## src/common/ptc_pkg.sv

```systemverilog
// Shared constants for the paired timer control block.
`default_nettype none
package ptc_pkg;
  localparam int unsigned PTC_NUM_TMR = 4;
  localparam int unsigned PTC_AW      = 8;
  localparam int unsigned PTC_DW      = 32;
  localparam int unsigned PTC_PIN_W   = 9;
  localparam int unsigned PTC_DIV_W   = 8;
  // Register groups sit on 16-byte boundaries; one word per timer, except the status and mask words of the interrupt group.
  localparam logic [3:0] GRP_CON  = 4'h0;
  localparam logic [3:0] GRP_TMR  = 4'h1;
  localparam logic [3:0] GRP_PR   = 4'h2;
  localparam logic [3:0] GRP_IRQ  = 4'h3;
  localparam logic [1:0] IDX_STAT = 2'h0;
  localparam logic [1:0] IDX_MASK = 2'h1;
  // Control register fields.
  localparam int unsigned BIT_RUN    = 15;
  localparam int unsigned BIT_IDLE   = 13;
  localparam int unsigned BIT_GATE   = 6;
  localparam int unsigned BIT_DIV_HI = 5;
  localparam int unsigned BIT_DIV_LO = 4;
  localparam int unsigned BIT_JOIN   = 3;
  localparam int unsigned BIT_CS     = 1;
  localparam logic [15:0] MASK_EVEN = 16'hA07A;
  localparam logic [15:0] MASK_ODD  = 16'hA072;
  localparam logic [15:0] CON_RST   = 16'h0000;
  localparam logic [15:0] WORD_RST  = 16'h0000;
  // Prescale select codes and their terminal counts.
  localparam logic [1:0] DIV_SEL_1   = 2'h0;
  localparam logic [1:0] DIV_SEL_8   = 2'h1;
  localparam logic [1:0] DIV_SEL_64  = 2'h2;
  localparam logic [1:0] DIV_SEL_256 = 2'h3;
  localparam logic [7:0] DIV_TC_1    = 8'h00;
  localparam logic [7:0] DIV_TC_8    = 8'h07;
  localparam logic [7:0] DIV_TC_64   = 8'h3F;
  localparam logic [7:0] DIV_TC_256  = 8'hFF;
endpackage : ptc_pkg
`default_nettype wire

```

## src/rtl/ptc_sync.sv

```systemverilog
// Two-stage synchroniser for asynchronous input pins.
`timescale 1ns/100ps
`default_nettype none
module ptc_sync #(
  parameter int unsigned W = 1
) (
  input  wire logic         pclk,
  input  wire logic         presetn,
  input  wire logic [W-1:0] d,
  output var  logic [W-1:0] q
);
  logic [W-1:0] meta_ff;
  logic [W-1:0] q_ff;

  always_ff @(posedge pclk or negedge presetn) begin
    if (!presetn) begin
      meta_ff <= '0;
      q_ff    <= '0;
    end else begin
      meta_ff <= d;
      q_ff    <= meta_ff;
    end
  end

  assign q = q_ff;
endmodule : ptc_sync
`default_nettype wire

```

## src/rtl/ptc_prescale.sv

```systemverilog
// Input clock prescaler for one timer.
`timescale 1ns/100ps
`default_nettype none
module ptc_prescale (
  input  wire logic       pclk,
  input  wire logic       presetn,
  input  wire logic       clr,
  input  wire logic       tick_in,
  input  wire logic [1:0] div_sel,
  output var  logic       tick_out
);
  import ptc_pkg::*;

  logic [PTC_DIV_W-1:0] cnt_ff;
  logic [PTC_DIV_W-1:0] nxt_cnt;
  logic [PTC_DIV_W-1:0] tc;

  always_comb begin
    case (div_sel)
      DIV_SEL_1:   tc = DIV_TC_1;
      DIV_SEL_8:   tc = DIV_TC_8;
      DIV_SEL_64:  tc = DIV_TC_64;
      DIV_SEL_256: tc = DIV_TC_256;
      default:     tc = DIV_TC_1;
    endcase
    tick_out = tick_in & (cnt_ff >= tc);
    nxt_cnt  = cnt_ff;
    if (clr) begin
      nxt_cnt = '0;
    end else if (tick_in) begin
      nxt_cnt = (cnt_ff >= tc) ? '0 : PTC_DIV_W'(cnt_ff + 8'h01);
    end
  end

  always_ff @(posedge pclk or negedge presetn) begin
    if (!presetn) begin
      cnt_ff <= '0;
    end else begin
      cnt_ff <= nxt_cnt;
    end
  end
endmodule : ptc_prescale
`default_nettype wire

```

## src/rtl/ptc_top.sv

```systemverilog
// Two pairs of 16-bit timers, joinable into 32-bit timers, with an APB slave.
//
// Notes on behaviour
// - Even timer run bit starts the joined pair, or its own timer; clear stops.
// - Halt-in-idle bit stops the timer during idle mode; clear keeps counting.
// - With internal clock, gate bit counts only while gate input is high.
// - Prescale codes 00, 01, 10, 11 divide by 1, 8, 64, 256.
// - First pair join bit makes one 32-bit timer; clear gives two timers.
// - Second pair join bit does the same for the second pair.
// - Clock source bit selects rising edges of the pin, else internal clock.
// - Every timer counts the internal clock at oscillator over two.
// - When first pair is joined, odd timer control bits other than halt-in-idle have no effect.
// - When second pair is joined, odd timer control bits other than halt-in-idle have no effect.
// - Unimplemented control register bits read as zero.
// - Joined count has the even timer as low word, odd as high word.
// - Joined pair signals its match through the odd timer's flag.
// - Joined pair flags when the 32-bit count equals the 32-bit period.
`timescale 1ns/100ps
`default_nettype none
module ptc_top (
  input  wire logic                      pclk,
  input  wire logic                      presetn,
  input  wire logic                      psel,
  input  wire logic                      penable,
  input  wire logic                      pwrite,
  input  wire logic [ptc_pkg::PTC_AW-1:0] paddr,
  input  wire logic [ptc_pkg::PTC_DW-1:0] pwdata,
  output var  logic [ptc_pkg::PTC_DW-1:0] prdata,
  output var  logic                      pready,
  output var  logic                      pslverr,
  input  wire logic                      pair_a_ext_clock_pin,
  input  wire logic                      pair_a_high_ext_clock_pin,
  input  wire logic                      pair_b_ext_clock_pin,
  input  wire logic                      pair_b_high_ext_clock_pin,
  input  wire logic [3:0]                timer_gate_pin,
  input  wire logic                      idle_mode,
  output var  logic                      irq
);
  import ptc_pkg::*;

  //////////////////////////////////////////////////////////////////////////////
  // Pin synchronisation and edge detection.

  logic [PTC_PIN_W-1:0] pin_q;
  logic [3:0]           ext_q;
  logic [3:0]           gate_q;
  logic                 idle_q;
  logic [3:0]           ext_d_ff;
  logic [3:0]           ext_rise;

  ptc_sync #(.W(PTC_PIN_W)) u_sync (
    .pclk    (pclk),
    .presetn (presetn),
    .d       ({idle_mode, timer_gate_pin, pair_b_high_ext_clock_pin,
               pair_b_ext_clock_pin, pair_a_high_ext_clock_pin, pair_a_ext_clock_pin}),
    .q       (pin_q)
  );

  assign ext_q    = pin_q[3:0];
  assign gate_q   = pin_q[7:4];
  assign idle_q   = pin_q[8];
  assign ext_rise = ext_q & ~ext_d_ff;

  //////////////////////////////////////////////////////////////////////////////
  // State.

  logic [3:0][15:0] con_ff;
  logic [3:0][15:0] nxt_con;
  logic [3:0][15:0] tmr_ff;
  logic [3:0][15:0] nxt_tmr;
  logic [3:0][15:0] pr_ff;
  logic [3:0][15:0] nxt_pr;
  logic [3:0]       stat_ff;
  logic [3:0]       nxt_stat;
  logic [3:0]       mask_ff;
  logic [3:0]       nxt_mask;
  logic             irq_ff;
  logic             nxt_irq;
  logic             pready_ff;
  logic             nxt_pready;
  logic             pslverr_ff;
  logic             nxt_pslverr;
  logic [31:0]      prdata_ff;
  logic [31:0]      nxt_prdata;
  logic [1:0]       pair_join;
  logic [3:0]       run;
  logic [3:0]       raw_tick;
  logic [3:0]       tick;
  logic [3:0]       hit;
  logic [3:0][1:0]  eff_div;
  logic [3:0]       grp;
  logic [1:0]       idx;
  logic             wr_en;

  assign grp       = paddr[7:4];
  assign idx       = paddr[3:2];
  assign wr_en     = psel & penable & pready_ff & pwrite;
  assign pair_join = {con_ff[2][BIT_JOIN], con_ff[0][BIT_JOIN]};

  //////////////////////////////////////////////////////////////////////////////
  // Effective control per timer; an odd timer of a joined pair follows the even.

  always_comb begin : ctl_comb
    int   src;
    logic stop_idle;
    src       = 0;
    stop_idle = 1'b0;
    for (int i = 0; i < PTC_NUM_TMR; i++) begin
      src         = ((i % 2) == 1 && pair_join[i / 2]) ? i - 1 : i;
      stop_idle   = con_ff[i][BIT_IDLE] | (pair_join[i / 2] & con_ff[i ^ 1][BIT_IDLE]);
      run[i]      = con_ff[src][BIT_RUN] & ~(idle_q & stop_idle);
      eff_div[i]  = con_ff[src][BIT_DIV_HI:BIT_DIV_LO];
      // The internal clock is pclk for every timer, oscillator over two.
      raw_tick[i] = run[i] & (con_ff[src][BIT_CS] ? ext_rise[src]
                                                  : (~con_ff[src][BIT_GATE] | gate_q[src]));
    end
  end

  for (genvar g = 0; g < PTC_NUM_TMR; g++) begin : g_div
    ptc_prescale u_div (
      .pclk     (pclk),
      .presetn  (presetn),
      .clr      (~run[g]),
      .tick_in  (raw_tick[g]),
      .div_sel  (eff_div[g]),
      .tick_out (tick[g])
    );
  end

  //////////////////////////////////////////////////////////////////////////////
  // Counters and period match.

  always_comb begin : cnt_comb
    logic [31:0] cnt32;
    logic [31:0] pr32;
    cnt32   = '0;
    pr32    = '0;
    nxt_tmr = tmr_ff;
    hit     = '0;
    for (int p = 0; p < 2; p++) begin
      cnt32 = {tmr_ff[2 * p + 1], tmr_ff[2 * p]};
      pr32  = {pr_ff[2 * p + 1], pr_ff[2 * p]};
      if (pair_join[p]) begin
        if (tick[2 * p]) begin
          if (cnt32 == pr32) begin
            {nxt_tmr[2 * p + 1], nxt_tmr[2 * p]} = '0;
            hit[2 * p + 1] = 1'b1;
          end else begin
            {nxt_tmr[2 * p + 1], nxt_tmr[2 * p]} = 32'(cnt32 + 32'h0000_0001);
          end
        end
      end else begin
        for (int h = 0; h < 2; h++) begin
          if (tick[2 * p + h]) begin
            if (tmr_ff[2 * p + h] == pr_ff[2 * p + h]) begin
              nxt_tmr[2 * p + h] = '0;
              hit[2 * p + h]     = 1'b1;
            end else begin
              nxt_tmr[2 * p + h] = 16'(tmr_ff[2 * p + h] + 16'h0001);
            end
          end
        end
      end
    end
    if (wr_en && grp == GRP_TMR) begin
      nxt_tmr[idx] = pwdata[15:0];
    end
  end

  //////////////////////////////////////////////////////////////////////////////
  // APB register file and interrupt.

  always_comb begin : bus_comb
    logic [3:0] w1c;
    w1c         = '0;
    nxt_con     = con_ff;
    nxt_pr      = pr_ff;
    nxt_mask    = mask_ff;
    nxt_prdata  = prdata_ff;
    nxt_pready  = psel & ~penable;
    nxt_pslverr = 1'b0;
    if (wr_en) begin
      case (grp)
        GRP_CON: nxt_con[idx] = pwdata[15:0] & (idx[0] ? MASK_ODD : MASK_EVEN);
        GRP_PR:  nxt_pr[idx]  = pwdata[15:0];
        GRP_IRQ: begin
          if (idx == IDX_STAT) begin
            w1c = pwdata[3:0];
          end
          if (idx == IDX_MASK) begin
            nxt_mask = pwdata[3:0];
          end
        end
        default: nxt_con = con_ff;
      endcase
    end
    // A match in the same cycle as its clear keeps the flag set.
    nxt_stat = (stat_ff & ~w1c) | hit;
    nxt_irq  = |(nxt_stat & nxt_mask);
    if (psel && !penable) begin
      nxt_prdata = '0;
      case (grp)
        GRP_CON: nxt_prdata[15:0] = con_ff[idx];
        GRP_TMR: nxt_prdata[15:0] = tmr_ff[idx];
        GRP_PR:  nxt_prdata[15:0] = pr_ff[idx];
        GRP_IRQ: begin
          if (idx == IDX_STAT) begin
            nxt_prdata[3:0] = stat_ff;
          end else if (idx == IDX_MASK) begin
            nxt_prdata[3:0] = mask_ff;
          end else begin
            nxt_pslverr = 1'b1;
          end
        end
        default: nxt_pslverr = 1'b1;
      endcase
    end
  end

  always_ff @(posedge pclk or negedge presetn) begin
    if (!presetn) begin
      con_ff     <= {PTC_NUM_TMR{CON_RST}};
      tmr_ff     <= {PTC_NUM_TMR{WORD_RST}};
      pr_ff      <= {PTC_NUM_TMR{WORD_RST}};
      stat_ff    <= '0;
      mask_ff    <= '0;
      irq_ff     <= 1'b0;
      pready_ff  <= 1'b0;
      pslverr_ff <= 1'b0;
      prdata_ff  <= '0;
      ext_d_ff   <= '0;
    end else begin
      con_ff     <= nxt_con;
      tmr_ff     <= nxt_tmr;
      pr_ff      <= nxt_pr;
      stat_ff    <= nxt_stat;
      mask_ff    <= nxt_mask;
      irq_ff     <= nxt_irq;
      pready_ff  <= nxt_pready;
      pslverr_ff <= nxt_pslverr;
      prdata_ff  <= nxt_prdata;
      ext_d_ff   <= ext_q;
    end
  end

  assign prdata  = prdata_ff;
  assign pready  = pready_ff;
  assign pslverr = pslverr_ff;
  assign irq     = irq_ff;

  //////////////////////////////////////////////////////////////////////////////
  // Assertions.

  logic        wr_tmr0;
  logic        wr_pair0;
  logic [31:0] cnt32a;
  logic [31:0] pr32a;

  assign wr_tmr0  = wr_en && grp == GRP_TMR && idx == 2'h0;
  assign wr_pair0 = wr_en && grp == GRP_TMR && !idx[1];
  assign cnt32a   = {tmr_ff[1], tmr_ff[0]};
  assign pr32a    = {pr_ff[1], pr_ff[0]};
endmodule : ptc_top
`default_nettype wire

```

## config.mk

```make
export PLATFORM = sky130hd
export DESIGN_NAME = ptc_top
export DESIGN_NICKNAME = d
export VERILOG_FILES = /design/src/common/ptc_pkg.sv /design/src/rtl/ptc_sync.sv /design/src/rtl/ptc_prescale.sv /design/src/rtl/ptc_top.sv
export SDC_FILE = /design/constraint.sdc
export NUM_CORES = 1
export LEC_CHECK = 0
export BUFFER_PORTS_ARGS = -buffer_cell sky130_fd_sc_hd__buf_2
export CAP_MARGIN = 20
export CORE_ASPECT_RATIO = 0.6
export CORE_UTILIZATION = 56
export CTS_BUF_LIST = sky130_fd_sc_hd__clkbuf_8 sky130_fd_sc_hd__clkbuf_16
export DETAILED_ROUTE_END_ITERATION = 10
export GPL_TIMING_DRIVEN = 0
export PLACE_DENSITY = 0.74
export SLEW_MARGIN = 20
export SYNTH_ARGS = -nofsm -noshare
export SYNTH_HDL_FRONTEND = slang
export SYNTH_SLANG_ARGS = --single-unit
```

## constraint.sdc

```tcl
create_clock -name pclk -period 5.6 [get_ports pclk]
set_clock_uncertainty 0.15 [all_clocks]
set_input_delay 1.4 -clock pclk [delete_from_list [all_inputs] [get_ports pclk]]
set_output_delay 1.4 -clock pclk [all_outputs]
set_load 0.01 [all_outputs]
```

==> summary.txt <==
Clock network
  • CTS tree: built
  • CTS max path bufs: 3
  • CTS Hold Bufs: 0
  • Post-CTS Setup Inserts: 0
  • CTS root buf: clkbuf_16
  • # resized after CTS: 0
  • Clk sink count: 237
  • TritonCTS buffer count: 24
  • Reg clk slew, reported paths: around 0.07 ns
  • H-Tree Depth: 1
  • Skew-Pair Late Insertion Delay: 0.55 ns

Floorplanning
  • Standard-cell rows: between 40 and 50
  • Core footprint: 25600 um^2
  • Initial Utilization: 57.7%
  • # IOs: 89
  • Die Span X: 211 um
  • Die area: about 27000 um^2
  • Die Y: roughly 130 um

Final layout
  • Finished Cell Area: ~17000 um^2
  • Layout cells sized above 1: 18.2%
  • Area growth syn-to-layout: 12.0%
  • Finished Layout Cells: 1971
  • # diodes: 0
  • Nets: ~1700
  • Area of the multi-input gates: between 8000 and 9000 um^2
  • Reg area: 5930 um^2
  • Filler cell count: about 2100

Place
  • DP Cell Count: a little under 2000
  • GP Congestion: 0.988
  • Dpl ws: approximately 1.2 ns
  • DP Area: between 15000 and 20000 um^2
  • Port Buffers: 50
  • Final HPWL from detailed placement: 34400 um

GRT
  • GRT Total Usage: approximately a third
  • Vias in the first global route: ~12000
  • Largest net degree at the start of global routing: 98
  • Total gr overflow: 0
  • First-pass GRT wire length: around 70000 um
  • Initial antenna violation count: 1

Yosys
  • Top-count cell post-synth: dfrtp_1
  • Synth area leaders: dfrtp_1 40%, mux2_2 7.3%, mux4_2 6.0%
  • Async S/R FF share, synth: 100%
  • Complex-gate fraction of the synthesized area: 15.2%
  • Synth Flop Type: dfrtp_1
  • Synth warn: 0
  • Yosys top cell area share: 40.2%
  • Post-Syn Area: roughly 15000 um^2
  • Average size of a mapped cell: between 9 and 10 um^2
  • Simple-Gate Fraction of Synth Area: about 18%
  • Sequential area share after synthesis: 40.2%
  • Top post-synthesis cells by count: 237 x dfrtp_1, 118 x nand2_1, 110 x nor2_1
  • Adder-cell share of the synthesized area: about 2.7%
  • Cells after synthesis: 1507
  • #FFs+latches synth: 237
  • Largest family of logic cells by synthesized area: simple AND/OR/NAND/NOR gates
  • Post-Synth XOR/XNOR Area: 6.00%
  • Yosys cell types: 83
  • Dominant cell type by area after synthesis: dfrtp_1
  • EDFF count, synth: 0
  • Mux share of post-synthesis cell area: 14.2%

STA
  • PnR worst setup slack: between 1 and 1.5 ns
  • Setup TNS: 0 ns
  • RSZ-0062 raised after global routing: no
  • Least-Margin Pin Slew: about 1.1 ns
  • Fin. max-slew vios: 0
  • Period utilisation layout: 82.0%
  • Final min period: 4.59 ns
  • Max Clk Rate: approximately 220 MHz
  • Final Hold Vio Count: 0
  • Final setup vio count: 0
  • Worst slew margin: between 20% and 30%
  • Fin Hold WS: ~0.20 ns

Worst setup path
  • Arr. time, crit path: approximately 5 ns
  • Setup Crit Path Kind: flip-flop to flip-flop
  • CP max stage cell: buf_1
  • CP Max Fanout: 10
  • Element type at the critical path end: flip-flop
  • Slowest stage delay, CP: 0.60 ns
  • Crit-path most repeated cell: buf_1
  • CP cell instances: buf_1, buf_1, mux2i_1, or2_2, ha_1, nand3_1, a311o_1, o21a_1, nor2_1, a21oi_1, o21ai_1, a221o_1
  • Crit start category: flip-flop
  • Req. time, crit path: between 5 and 6 ns

Status
  • Status: completed

Route
  • DRC viols: 0
  • Drt total wl: 46600 um
  • Routed Antenna Nets: 0
  • Vias/cell: ~6.7
  • Router iterations before antenna repair: 6
  • Initial DRC Count: between 1500 and 2000
  • Routed wire length per instance: around 24 um
  • Routed via count: between 10000 and 15000

Power
  • VDD IR-drop max: between 0.0002 and 0.0003 V
  • P_leak: around 7 nW
  • Pwr dens: ~310 nW/um^2

Worst hold path
  • Hold/Removal Path Class: flip-flop to flip-flop

Job
  • Max-Cap Viols: 0
## path summary, 6_finish.rpt
path / start / to / slack (ns) / cells after the start
worst max-delay path: con_ff[35] / irq / 1.01 / 12
worst min-delay path: u_sync.meta_ff[6] / u_sync.q[6] / 0.20 / 0
worst max register to register: con_ff[35] / irq / 1.01 / 12
worst min register to register: u_sync.meta_ff[6] / u_sync.q[6] / 0.20 / 0
max in group asynchronous: presetn / cnt_comb.cnt32[29] / 3.77 / 2
min in group asynchronous: presetn / g_div[1].u_div.cnt_ff[5] / 0.65 / 1
## cell families (layout without fill, tap and decap cells)
| logic type | Yosys count | count (layout) |
|---|---|---|
| XOR/XNOR | 101 | 101 |
| adder cells (fa/ha/maj) | 32 | 32 |
| multiplexers | 149 | 149 |
| AO/OA/AOI/OAI | 352 | 352 |
| buffers and inverters | 133 | 230 |
| other | 1 | 16 |
| AND/OR/NAND/NOR | 502 | 502 |
| flip-flops | 237 | 237 |
## state kept, by name (all words and copies together) (netlist names), 16 cells and up
name and cells:
con_ff 28, g_div.u_div.cnt_ff 32, pr32a 32, cnt32a 32
cnt_comb.pr32 32, prdata 16, cnt_comb.cnt32 32
## area by class of cell
type	count	share of cell area [%]
flip-flops and latches	237	35.9
plain buffers	117	3.31
repair buffers	53	1.94
well taps	352	2.67
clock buffers	26	3.87
multi-input cells	1152	50.0
clock inverters	18	1.89
inverters	16	0.364
## per-stage QoR
| stage | util, % | total power, mW |
|---|---|---|
| global route | 64.6 | 5.26 |
| CTS | 64.6 | 5.05 |
| global placement | 60.6 | 3.07 |
| finish | 64.6 | 5.09 |
| floorplan | - | 2.73 |
| detailed placement | 60.8 | 3.10 |
## power by group
group | switching [mW] | internal (mW) | leakage, nW
logic | 0.704 | 0.444 | 3.44
clock network | 0.727 | 1.24 | 0.481
registers | 0.148 | 1.83 | 3.07
## cell usage in the layout, fill, tap and decap left out, drive strengths merged, types with 10 or more instances in the layout
cell type / n
ha: 32
and3: 34
conb: 16
nor2: 110
nor3: 41
nand2: 118
or2: 10
a21o: 18
a21oi: 62
buf: 102
mux2: 96
a22oi: 10
mux4: 39
xnor2: 78
nand4: 35
dfrtp: 237
mux2i: 14
o21ai: 135
nor4: 21
o21a: 20
xor2: 23
inv: 21
clkbuf: 94
nor2b: 14
a31oi: 26
nand3: 55
nand2b: 14
## worst max-delay path, delay by kind of cell, from the launching register on
family                   cells  cell delay, ns
AO/OA/AOI/OAI                5            1.46
adder cells (fa/ha/maj)      1            0.30
buffers and inverters        2            1.06
flip-flops                   1            0.41
multiplexers                 1            0.31
AND/OR/NAND/NOR              3            0.81
## per-layer routing
layer	GRT usage (%)	part of all wire, %	up-vias
li1	-	-	5704
met1	53.0	42	6480
met2	49.5	42	843
met3	9.24	13	102
met4	8.91	2.7	2
met5	0	0.019	-
Note: power is estimated with default switching activity, not from simulation.
